**src/logic/timer_pwm_pkg.sv**
```systemverilog
package timer_pwm_pkg;

  // ---------------------------------------------------------------
  // widths and reset values
  // ---------------------------------------------------------------
  localparam int          CNT_W       = 16;
  localparam int          PRESC_W     = 3;
  localparam int          PRESC_MAX   = 7;
  localparam logic [15:0] CNT_RST     = 16'h0000;
  localparam logic [15:0] MOD_RST     = 16'hFFFF;
  localparam logic [15:0] CMP_RST     = 16'h0000;
  localparam logic [7:0]  MOD_HI_RST  = 8'hFF;
  localparam logic [7:0]  MOD_LO_RST  = 8'hFF;

  // ---------------------------------------------------------------
  // channel modes
  // ---------------------------------------------------------------
  typedef enum logic [1:0] {
    CH_OFF     = 2'b00,
    CH_CAPTURE = 2'b01,
    CH_COMPARE = 2'b10,
    CH_PWM     = 2'b11
  } ch_mode_t;

  // ---------------------------------------------------------------
  // carriers
  // ---------------------------------------------------------------
  typedef struct packed {
    logic             run;
    logic             modulo_en;
    logic [2:0]       presc_sel;
    logic             ext_clk_sel;
    logic [7:0]       modulo_limit_high;
    logic [7:0]       modulo_limit_low;
    ch_mode_t [1:0]   ch_mode;
    logic [1:0][15:0] ch_cmp;
  } timer_cfg_t;

  typedef struct packed {
    logic [15:0]      count;
    logic             overflow;
    logic [1:0]       ch_event;
    logic [1:0][15:0] ch_capture;
    logic             pin_out;
    logic             pin_oe;
  } timer_stat_t;

endpackage

```
**src/logic/dual_timer_pwm_unit.sv**
```systemverilog
// Functional notes
// - 16-bit counter, free or modulo up
// - counter is capture and compare time base
// - modulo limit high/low bytes set terminal count
// - counter reads never disturb counting
// - both channels see the same pin input
// - limit 255, prescale 0 gives 256 clocks
// - compare value sets pulse width
// - 8-bit width in 256 steps
// - unbuffered PWM, width overwritten in place
// - late width write skips that period's compare
// - two instances, shared pins, external clock pin
`timescale 1ns/100ps
`default_nettype none

module timer_core #(
  parameter int CNT_W = timer_pwm_pkg::CNT_W
) (
  input  wire logic                     clk,
  input  wire logic                     rst,
  input  wire logic                     ext_tick,
  input  wire logic                     pin_in,
  input  wire timer_pwm_pkg::timer_cfg_t cfg,
  output var  timer_pwm_pkg::timer_stat_t stat
);

  // ---------------------------------------------------------------
  // state
  // ---------------------------------------------------------------
  typedef struct packed {
    logic [6:0]  presc;
    logic [15:0] count;
    logic        pin_prev;
    timer_pwm_pkg::timer_stat_t st;
  } core_state_t;

  core_state_t s_q;
  core_state_t s_d;

  if (CNT_W != 16) begin : g_width_chk
    $error("timer_core supports a 16-bit count only");
  end
  logic [15:0] limit;
  logic        tick;
  logic        at_limit;

  function automatic logic presc_tick(input logic [6:0] p, input logic [2:0] sel);
    logic [7:0] mask;
    mask = 8'(8'h01 << sel) - 8'h01;
    presc_tick = ((8'({1'b0, p}) & mask) == mask);
  endfunction

  always_comb begin
    limit    = {cfg.modulo_limit_high, cfg.modulo_limit_low};
    tick     = cfg.run & (cfg.ext_clk_sel ? ext_tick : presc_tick(s_q.presc, cfg.presc_sel));
    at_limit = cfg.modulo_en ? (s_q.count == limit) : (s_q.count == 16'hFFFF);
    s_d = s_q;
    s_d.st.overflow = 1'b0;
    s_d.st.ch_event = 2'b00;
    s_d.pin_prev    = pin_in;
    if (cfg.run) begin
      s_d.presc = s_q.presc + 7'h01;
    end else begin
      s_d.presc = 7'h00;
    end
    if (tick) begin
      if (at_limit) begin
        s_d.count       = timer_pwm_pkg::CNT_RST;
        s_d.st.overflow = 1'b1;
      end else begin
        s_d.count = s_q.count + 16'h0001;
      end
    end
    for (int i = 0; i < 2; i++) begin
      unique case (cfg.ch_mode[i])
        timer_pwm_pkg::CH_OFF: begin
        end
        timer_pwm_pkg::CH_CAPTURE: begin
          if (pin_in & ~s_q.pin_prev) begin
            s_d.st.ch_capture[i] = s_q.count;
            s_d.st.ch_event[i]   = 1'b1;
          end
        end
        timer_pwm_pkg::CH_COMPARE: begin
          if (tick && s_q.count == cfg.ch_cmp[i]) begin
            s_d.st.pin_out     = ~s_q.st.pin_out;
            s_d.st.ch_event[i] = 1'b1;
          end
        end
        timer_pwm_pkg::CH_PWM: begin
          if (tick && at_limit) begin
            s_d.st.pin_out = 1'b1;
          end else if (tick && s_d.count == cfg.ch_cmp[i]) begin
            s_d.st.pin_out     = 1'b0;
            s_d.st.ch_event[i] = 1'b1;
          end
        end
      endcase
    end
    s_d.st.pin_oe = (cfg.ch_mode[0][1] | cfg.ch_mode[1][1]);
    s_d.st.count  = s_d.count;
  end

  always_ff @(posedge clk) begin
    if (rst) begin
      s_q <= '0;
    end else begin
      s_q <= s_d;
    end
  end

  assign stat = s_q.st;

  // ---------------------------------------------------------------
  // checks
  // ---------------------------------------------------------------
  property p_wrap;
    @(posedge clk) disable iff (rst)
      (tick && at_limit) |=> (s_q.count == 16'h0000 && s_q.st.overflow);
  endproperty
  a_wrap: assert property (p_wrap) else $error("counter did not wrap");

  property p_mod_bound;
    @(posedge clk) disable iff (rst)
      (cfg.modulo_en && $stable(limit) && s_q.count <= limit) |=> (s_q.count <= limit);
  endproperty
  a_mod_bound: assert property (p_mod_bound) else $error("count above limit");

  property p_inc;
    @(posedge clk) disable iff (rst)
      (tick && !at_limit) |=> (s_q.count == $past(s_q.count) + 16'h0001);
  endproperty
  a_inc: assert property (p_inc) else $error("count not incremented");

  property p_hold;
    @(posedge clk) disable iff (rst) !tick |=> $stable(s_q.count);
  endproperty
  a_hold: assert property (p_hold) else $error("count moved without tick");

  property p_pwm_set;
    @(posedge clk) disable iff (rst)
      (cfg.ch_mode[0] == timer_pwm_pkg::CH_PWM && tick && at_limit) |=> s_q.st.pin_out;
  endproperty
  a_pwm_set: assert property (p_pwm_set) else $error("pwm not set at overflow");

  property p_pwm_clr;
    @(posedge clk) disable iff (rst)
      (cfg.ch_mode[0] == timer_pwm_pkg::CH_PWM && !cfg.ch_mode[1][1] && tick && !at_limit
       && (s_q.count + 16'h0001) == cfg.ch_cmp[0]) |=> !s_q.st.pin_out;
  endproperty
  a_pwm_clr: assert property (p_pwm_clr) else $error("pwm not cleared at compare");

  property p_cap;
    @(posedge clk) disable iff (rst)
      (cfg.ch_mode == {2{timer_pwm_pkg::CH_CAPTURE}} && pin_in && !s_q.pin_prev)
      |=> (s_q.st.ch_capture[0] == s_q.st.ch_capture[1] && s_q.st.ch_event == 2'b11);
  endproperty
  a_cap: assert property (p_cap) else $error("channels captured apart");

  property p_period;
    @(posedge clk) disable iff (rst)
      (cfg.run && !cfg.ext_clk_sel && cfg.presc_sel == 3'h0 && cfg.modulo_en
       && limit == 16'h00FF && s_q.st.overflow) |-> ##256 (s_q.st.overflow || !$stable(cfg));
  endproperty
  a_period: assert property (p_period) else $error("period not 256 clocks");

endmodule

module dual_timer_pwm_unit (
  input  wire logic                       SYS_CLK,
  input  wire logic                       SYS_RST,
  input  wire logic                       EXTERNAL_TIMER_CLOCK_PIN,
  input  wire logic                       FIRST_TIMER_CHANNEL_PIN_I,
  input  wire logic                       SECOND_TIMER_CHANNEL_PIN_I,
  input  wire timer_pwm_pkg::timer_cfg_t  FIRST_TIMER_INSTANCE_CFG,
  input  wire timer_pwm_pkg::timer_cfg_t  SECOND_TIMER_INSTANCE_CFG,
  output var  timer_pwm_pkg::timer_stat_t FIRST_TIMER_INSTANCE_STAT,
  output var  timer_pwm_pkg::timer_stat_t SECOND_TIMER_INSTANCE_STAT,
  output var  logic                       FIRST_TIMER_CHANNEL_PIN_O,
  output var  logic                       FIRST_TIMER_CHANNEL_PIN_OE,
  output var  logic                       SECOND_TIMER_CHANNEL_PIN_O,
  output var  logic                       SECOND_TIMER_CHANNEL_PIN_OE
);

  // ---------------------------------------------------------------
  // pin synchronisers
  // ---------------------------------------------------------------
  logic [2:0] sync1_q;
  logic [2:0] sync2_q;
  logic       clk_prev_q;
  logic       ext_tick;

  always_ff @(posedge SYS_CLK) begin
    if (SYS_RST) begin
      sync1_q    <= 3'h0;
      sync2_q    <= 3'h0;
      clk_prev_q <= 1'b0;
    end else begin
      sync1_q    <= {SECOND_TIMER_CHANNEL_PIN_I, FIRST_TIMER_CHANNEL_PIN_I,
                     EXTERNAL_TIMER_CLOCK_PIN};
      sync2_q    <= sync1_q;
      clk_prev_q <= sync2_q[0];
    end
  end

  assign ext_tick = sync2_q[0] & ~clk_prev_q;

  // ---------------------------------------------------------------
  // two instances
  // ---------------------------------------------------------------
  timer_pwm_pkg::timer_cfg_t second_cfg;

  always_comb begin
    second_cfg             = SECOND_TIMER_INSTANCE_CFG;
    second_cfg.ext_clk_sel = 1'b0;
  end

  timer_core u_first (
    .clk      (SYS_CLK),
    .rst      (SYS_RST),
    .ext_tick (ext_tick),
    .pin_in   (sync2_q[1]),
    .cfg      (FIRST_TIMER_INSTANCE_CFG),
    .stat     (FIRST_TIMER_INSTANCE_STAT)
  );

  timer_core u_second (
    .clk      (SYS_CLK),
    .rst      (SYS_RST),
    .ext_tick (1'b0),
    .pin_in   (sync2_q[2]),
    .cfg      (second_cfg),
    .stat     (SECOND_TIMER_INSTANCE_STAT)
  );

  assign FIRST_TIMER_CHANNEL_PIN_O   = FIRST_TIMER_INSTANCE_STAT.pin_out;
  assign FIRST_TIMER_CHANNEL_PIN_OE  = FIRST_TIMER_INSTANCE_STAT.pin_oe;
  assign SECOND_TIMER_CHANNEL_PIN_O  = SECOND_TIMER_INSTANCE_STAT.pin_out;
  assign SECOND_TIMER_CHANNEL_PIN_OE = SECOND_TIMER_INSTANCE_STAT.pin_oe;

endmodule

`default_nettype wire

```
**config.mk**
```make
export PLATFORM = sky130hd
export DESIGN_NAME = dual_timer_pwm_unit
export DESIGN_NICKNAME = d
export VERILOG_FILES = /design/src/logic/timer_pwm_pkg.sv /design/src/logic/dual_timer_pwm_unit.sv
export SDC_FILE = /design/constraint.sdc
export NUM_CORES = 1
export LEC_CHECK = 0
export BUFFER_PORTS_ARGS = -buffer_cell sky130_fd_sc_hd__buf_2
export CAP_MARGIN = 10
export CORE_MARGIN = 2
export CORE_UTILIZATION = 25
export CTS_CLUSTER_SIZE = 20
export DETAILED_ROUTE_END_ITERATION = 8
export PLACE_DENSITY = 0.51
export SLEW_MARGIN = 20
export SYNTH_ARGS = -nofsm -noshare
export SYNTH_HDL_FRONTEND = slang
export SYNTH_HIERARCHICAL = 1
export SYNTH_SLANG_ARGS = --single-unit
```
**constraint.sdc**
```tcl
create_clock -name SYS_CLK -period 4.61 [get_ports SYS_CLK]
set_input_delay 0.922 -clock SYS_CLK [delete_from_list [all_inputs] [get_ports SYS_CLK]]
set_output_delay 0.922 -clock SYS_CLK [all_outputs]
set_load 0.02 [all_outputs]
```
== After elaboration in Yosys (flattened, before gate mapping) ==
Cells that the tools add are included.
Word-level totals
  register bits: 129
  input port bits: 121
  output and inout bits: 110
  word-level logic and storage cells: 134
Operators by class
  $add $sub $neg: 6
  equality and inequality tests: 26
  shifts and indexed selects: 2
  mux-type cells: 43
  bitwise logic cells: 18
  reductions and logical operators: 18
Operators by type and width (number)
  equality test 16 bit: 10
  two-way mux 16 bit: 4
  adder 16 x 1 -> 16 bit (second input constant): 2
  equality test 16 bit (second input constant): 2
  two-way mux 1 bit: 31
  AND 7 x 8 -> 8 bit: 2
  equality test 2 bit (second input constant): 8
  equality test 8 bit: 2
  left shift 1 x 3 -> 8 bit (first input constant): 2
  subtractor 8 x 1 -> 8 bit (second input constant): 2
  adder 7 x 1 -> 7 bit (second input constant): 2
  case mux 1 bit (3 select lines): 4
  logical AND 1 bit: 10
  NOT 1 bit: 9
  equality test 2 x 1 -> 1 bit (second input constant): 4
  case mux 1 bit (2 select lines): 4
  AND reduction 2 bit: 4
  OR reduction 2 bit: 4
  AND 1 bit: 5
  OR 1 bit: 2

== Logic depth before layout (Yosys ltp) ==
  depth after elaboration: 15
  mapped depth: 16
  mapped depth without buffers: 13

== Cells and area by module ==
The synthesis kept the hierarchy.
By module, submodules not included
  timer_core (u_second): instances 1, cells each 702, area an instance 5156.2 µm², sequential area each 1221.2 µm²
  timer_core (u_first): instances 1, cells each 628, area an instance 4700.8 µm², sequential area each 1221.2 µm²
  dual_timer_pwm_unit: instances 1, cells each 20, area an instance 224.0 µm², sequential area each 140.1 µm²

== Worst setup path before layout ==
No wires, ideal clock.
  path type: in2reg
  start: input port FIRST_TIMER_INSTANCE_CFG[55] (netlist name)
  end: register u_first.s_q (netlist bit u_first/stat[35])
  setup time: 0.071 ns
  arrival time: 4.083 ns
  required time: 4.539 ns
  slack: 0.457 ns
  stages on the path: 12
  path buffers: 0
  cells stage by stage: or3_1 ha_1 xor2_1 o2111ai_1 a2111o_2 a2111o_1 xor2_1 o22ai_1 nor4_1 o22ai_1 or3_1 a21oi_1
Between the ends
  longest elaborated chain between the ends: 12
  elaborated cells on any way between the ends: 15
  those cells by class: add/sub (1); eq/ne (2); shift (1); mux (6); bitwise (2); reduce/logical (3)
RTL lines
  start, declared: RTL line dual_timer_pwm_unit.sv:175  | input wire timer_pwm_pkg::timer_cfg_t FIRST_TIMER_INSTANCE_CFG,
  left shift 1 x 3 -> 8 bit *: RTL line dual_timer_pwm_unit.sv:49  | mask = 8'(8'h01 << sel) - 8'h01;
  subtractor 8 x 1 -> 8 bit *: RTL line dual_timer_pwm_unit.sv:49
  AND 7 x 8 -> 8 bit: RTL line dual_timer_pwm_unit.sv:50  | presc_tick = ((8'({1'b0, p}) & mask) == mask);
  equality test 8 bit *: RTL line dual_timer_pwm_unit.sv:50
  two-way mux 1 bit *: RTL line dual_timer_pwm_unit.sv:55  | tick = cfg.run & (cfg.ext_clk_sel ? ext_tick : presc_tick(s_q.presc, cfg.presc_sel));
  AND 1 bit *: RTL line dual_timer_pwm_unit.sv:55
  two-way mux 16 bit: RTL line dual_timer_pwm_unit.sv:66  | if (tick) begin
  equality test 16 bit: RTL line dual_timer_pwm_unit.sv:93  | end else if (tick && s_d.count == cfg.ch_cmp[i]) begin
  logical AND 1 bit: RTL line dual_timer_pwm_unit.sv:93
  two-way mux 1 bit: RTL line dual_timer_pwm_unit.sv:93
  two-way mux 1 bit: RTL line dual_timer_pwm_unit.sv:91  | if (tick && at_limit) begin
  case mux 1 bit (3 select lines) *: RTL line dual_timer_pwm_unit.sv:75  | unique case (cfg.ch_mode[i])
  end signal, assigned: RTL line dual_timer_pwm_unit.sv:106  | s_q <= '0;
  end signal, assigned: RTL line dual_timer_pwm_unit.sv:108  | s_q <= s_d;
  end, declared: RTL line dual_timer_pwm_unit.sv:37  | core_state_t s_q;
Mark *: on every way between the ends. The rest lies on a longest branch, timed or not.
A chain may end at the register's enable or synchronous reset.

== Worst setup path after layout ==
Ends and elaborated chain as after synthesis.

==> impl_metrics.yaml <==
placement:
  hpwl_um: 30410
  numPortBuffers: 229
  gp_congestion: 0.9339
  place_inst: 1983
final_layout:
  multi_input_area_um2: 6242
  final_nets: 1604
  diodes: 0
  final-instance-count-excl-fill: 2015
  regArea_um2: 2582
  area_delta_synth_final_pct: 17.09
  drive_gt1_share_pct: 24.70
  fillers: 4389
worst_setup_path:
  crit_arrival_ns: 4.61
  rr_endpoint: "u_second/stat[1]"
  criticalPathCategory: "in2reg"
  crit_path_start: "FIRST_TIMER_INSTANCE_CFG[55]"
  crit_end: "u_first/stat[35]"
  path_buf_inv: 1
  reg2regPathDepth: 10
  startpoint_type: "input pin"
  r2r_start: "u_second/stat[40]"
  critPathRequiredTime_ns: 4.97
  crit_family: "compound AO/OA/AOI/OAI gates"
  slowest_delay_ns: 0.77
  cp_slowest_cell: "a2111oi_4"
  worstSetupEndpointType: "flop"
  path_depth: 13
  r2r_setup_slack_ns: 0.93
  crit_chain: "buf_2, or3_1, ha_1, xor2_1, o2111ai_1, a2111oi_4, o21ai_0, xor2_1, o22ai_1, nor4_1, o22ai_1, or3_1, a21oi_1"
  cp_max_fo: 9
synthesis:
  ys_seq_elements: 129
  synth-seq-area-share_pct: 25.62
  synthXorXnorAreaFrac_pct: 10.69
  synth_top_family_by_area: "simple AND/OR/NAND/NOR gates"
  syn-instance-count: 1350
  synth_compound_area_share_pct: 17.97
  async_flop_share_pct: 0
  yosysWarnings: 6
  yosysUniqueCellTypes: 92
  netlist.area_leader.share_pct: 25.62
  synthSimpleGateAreaFrac_pct: 30.04
  synth_area_leaders: "dfxtp_1 (26%), nand2_1 (8.4%), buf_4 (8.3%)"
  avgSynthCellArea_um2: 7.467
  synth_adder_area_share_pct: 0.7447
  synth.mux.area_fraction_pct: 2.234
  yosysTopAreaCell: "dfxtp_1"
  synth_edf_count: 0
  synth-main-ff-cell: "dfxtp_1"
  synthesis.area_um2: 10080
floorplanning:
  core_area_um2: 39730
  die_w_um: 204.8
  ios: 231
  die_area_um2: 41950
  start_util_pct: 25.37
  chipHeight_um: 204.8
  fp-row-count: 73
clocking:
  postCtsSetupBuffers: 0
  clk_latency_ns: 0.44
  clk_pin_slew_worst_paths_ns: 0.06
  cts_buffers: 17
  hold_buffers: 0
  ctsLongestPathBuffers: 2
  cts_tree: "built"
  htree_levels: 4
  clock-sinks: 129
  cts_root_buf: "clkbuf_16"
  cts_resized: 0
timing:
  finalSetupTns_ns: 0
  slew_viol_final: 0
  fin_crit_ns: 4.242
  rsz0062_at_grt: "no"
  fin_crit_sh_pct: 92.02
  fin_skew_ns: 0.01351
  setup_violations: 0
  finalHoldViolCount: 0
  max-slew-margin-rel_pct: 30.74
  worst_slew_pin_slew_ns: 1.035
  fmax_mhz: 235.7
  hold_ws_ns: 0.4503
global_routing:
  first_global_vias: 9791
  grt_antenna_before_repair: 1
  grt_overflow: 0
  grt_max_degree: 56
  grt_usage_pct: 18.65
  grt_pass1_wl_um: 58990
route:
  via_count: 10210
  first_pass_iters: 5
  drt_iter0_markers: 870
  routedWlPerCell_um: 19.65
  postRouteAntennaNets: 0
  viasPerCell: 5.067
  wl_um: 39590
  route.detailed.drc: 0
power_and_ir_drop:
  p_leak_nw: 4.618
  ir_drop_mv: 0.2502
  powerDensity_nw_per_um2: 241.7
flow_run:
  cap_violations: 0
hold_path:
  hp-class: "reg2reg"
run_status:
  status: "finished, final reports clean"
cell type report:
type                    count  share of cell area [%]
multi-input cells        1010                   52.88
flip-flops and latches    129                   21.88
repair buffers            297                   14.06
well taps                 525                   5.565
clock buffers              19                   3.752
clock inverters            13                   1.166
inverters                  22                  0.6996
Yosys cell counts, types with 11 or more instances:
cell,count
nand4b_1,11
a21oi_1,107
nor2b_1,25
mux2i_1,18
buf_4,112
nand2b_1,14
xor2_1,67
a211oi_1,13
nor3_1,20
buf_2,22
dfxtp_1,129
o32ai_1,11
o21ai_0,20
nor2_1,112
nor4_1,20
inv_1,22
nand3_1,30
o22ai_1,15
xnor2_1,56
nand4_1,31
clkbuf_1,50
nand2_1,226
routing by layer:
layer | part of all wire [%] | global-route usage, % | wire, um | vias to the layer above
li1 | - | - | - | 4894
met1 | 42 | 23.08 | 16640 | 4838
met2 | 49 | 32.67 | 19350 | 422
met3 | 7.1 | 3.468 | 2818 | 55
met4 | 1.9 | 5.512 | 772 | 2
met5 | 0.025 | 0 | 10 | -
placed cells by master, fill, tap and decap left out, drive strengths merged, types with 10 or more instances in the layout:
cell	n
nand4b	11
o32ai	11
nand3	30
o22ai	15
a21oi	110
nand2	227
clkbuf	19
xnor2	56
buf	297
nand2b	14
or3	10
o211ai	10
and3	10
xor2	67
nor2	112
inv	23
a211oi	13
mux2i	18
nor4b	11
dfxtp	129
nor3	20
o21ai	24
nor2b	25
nor4	23
nand4	31
and2	11
worst min-delay path by stage:
stage,start,end,depth (start not counted)
6_report,u_first/stat[20],u_first/stat[20],2
5_1_grt,u_first/stat[26],u_first/stat[26],2
4_1_cts,u_first/stat[20],u_first/stat[20],2
3_5_place_dp,u_first/stat[20],u_first/stat[20],2
3_3_place_gp,sync1_q[0],sync2_q[0],1
2_1_floorplan,sync1_q[0],sync2_q[0],1
kinds of logic after synthesis:
| logic type | Yosys count |
|---|---|
| muxes | 22 |
| AOI/OAI and AO/OA | 261 |
| other | 1 |
| DFF | 129 |
| buffers and inverters | 215 |
| xor gates and xnor gates | 123 |
| adders and majority gates | 6 |
| and+or+nand+nor | 593 |
worst min-delay path, delay by kind of cell (launching register included):
family | cells | cell delay (ns)
simple gates | 1 | 0.05
compound gates | 1 | 0.05
flops | 1 | 0.30
metrics by stage:
stage | cell area, um^2 | total power [mW] | utilization, % | setup slack (ns)
finish | 11800 | 2.853 | 29.71 | 0.3679
global route | 11800 | 2.981 | 29.71 | 0.1176
CTS | 11800 | 2.903 | 29.71 | 0.3912
detailed placement | 11220 | 1.499 | 28.25 | -0.02890
global placement | 11220 | 1.495 | 28.25 | -0.03135
floorplan | 10100 | 1.344 | - | 0.4569
sequential cells by signal (all words and copies together) (netlist names):
signal and flops:
sync2_q 3, u_second/s_q 8, clk_prev_q 1, sync1_q 3, u_first/s_q 8, u_first/stat 53, u_second/stat 53
power breakdown:
group	internal, mW	switching [mW]	total (mW)
clock network	0.809	0.565	1.37
logic	0.131	0.220	0.350
registers	1.12	0.00596	1.13
No activity file was read; power rests on OpenSTA's default activity.
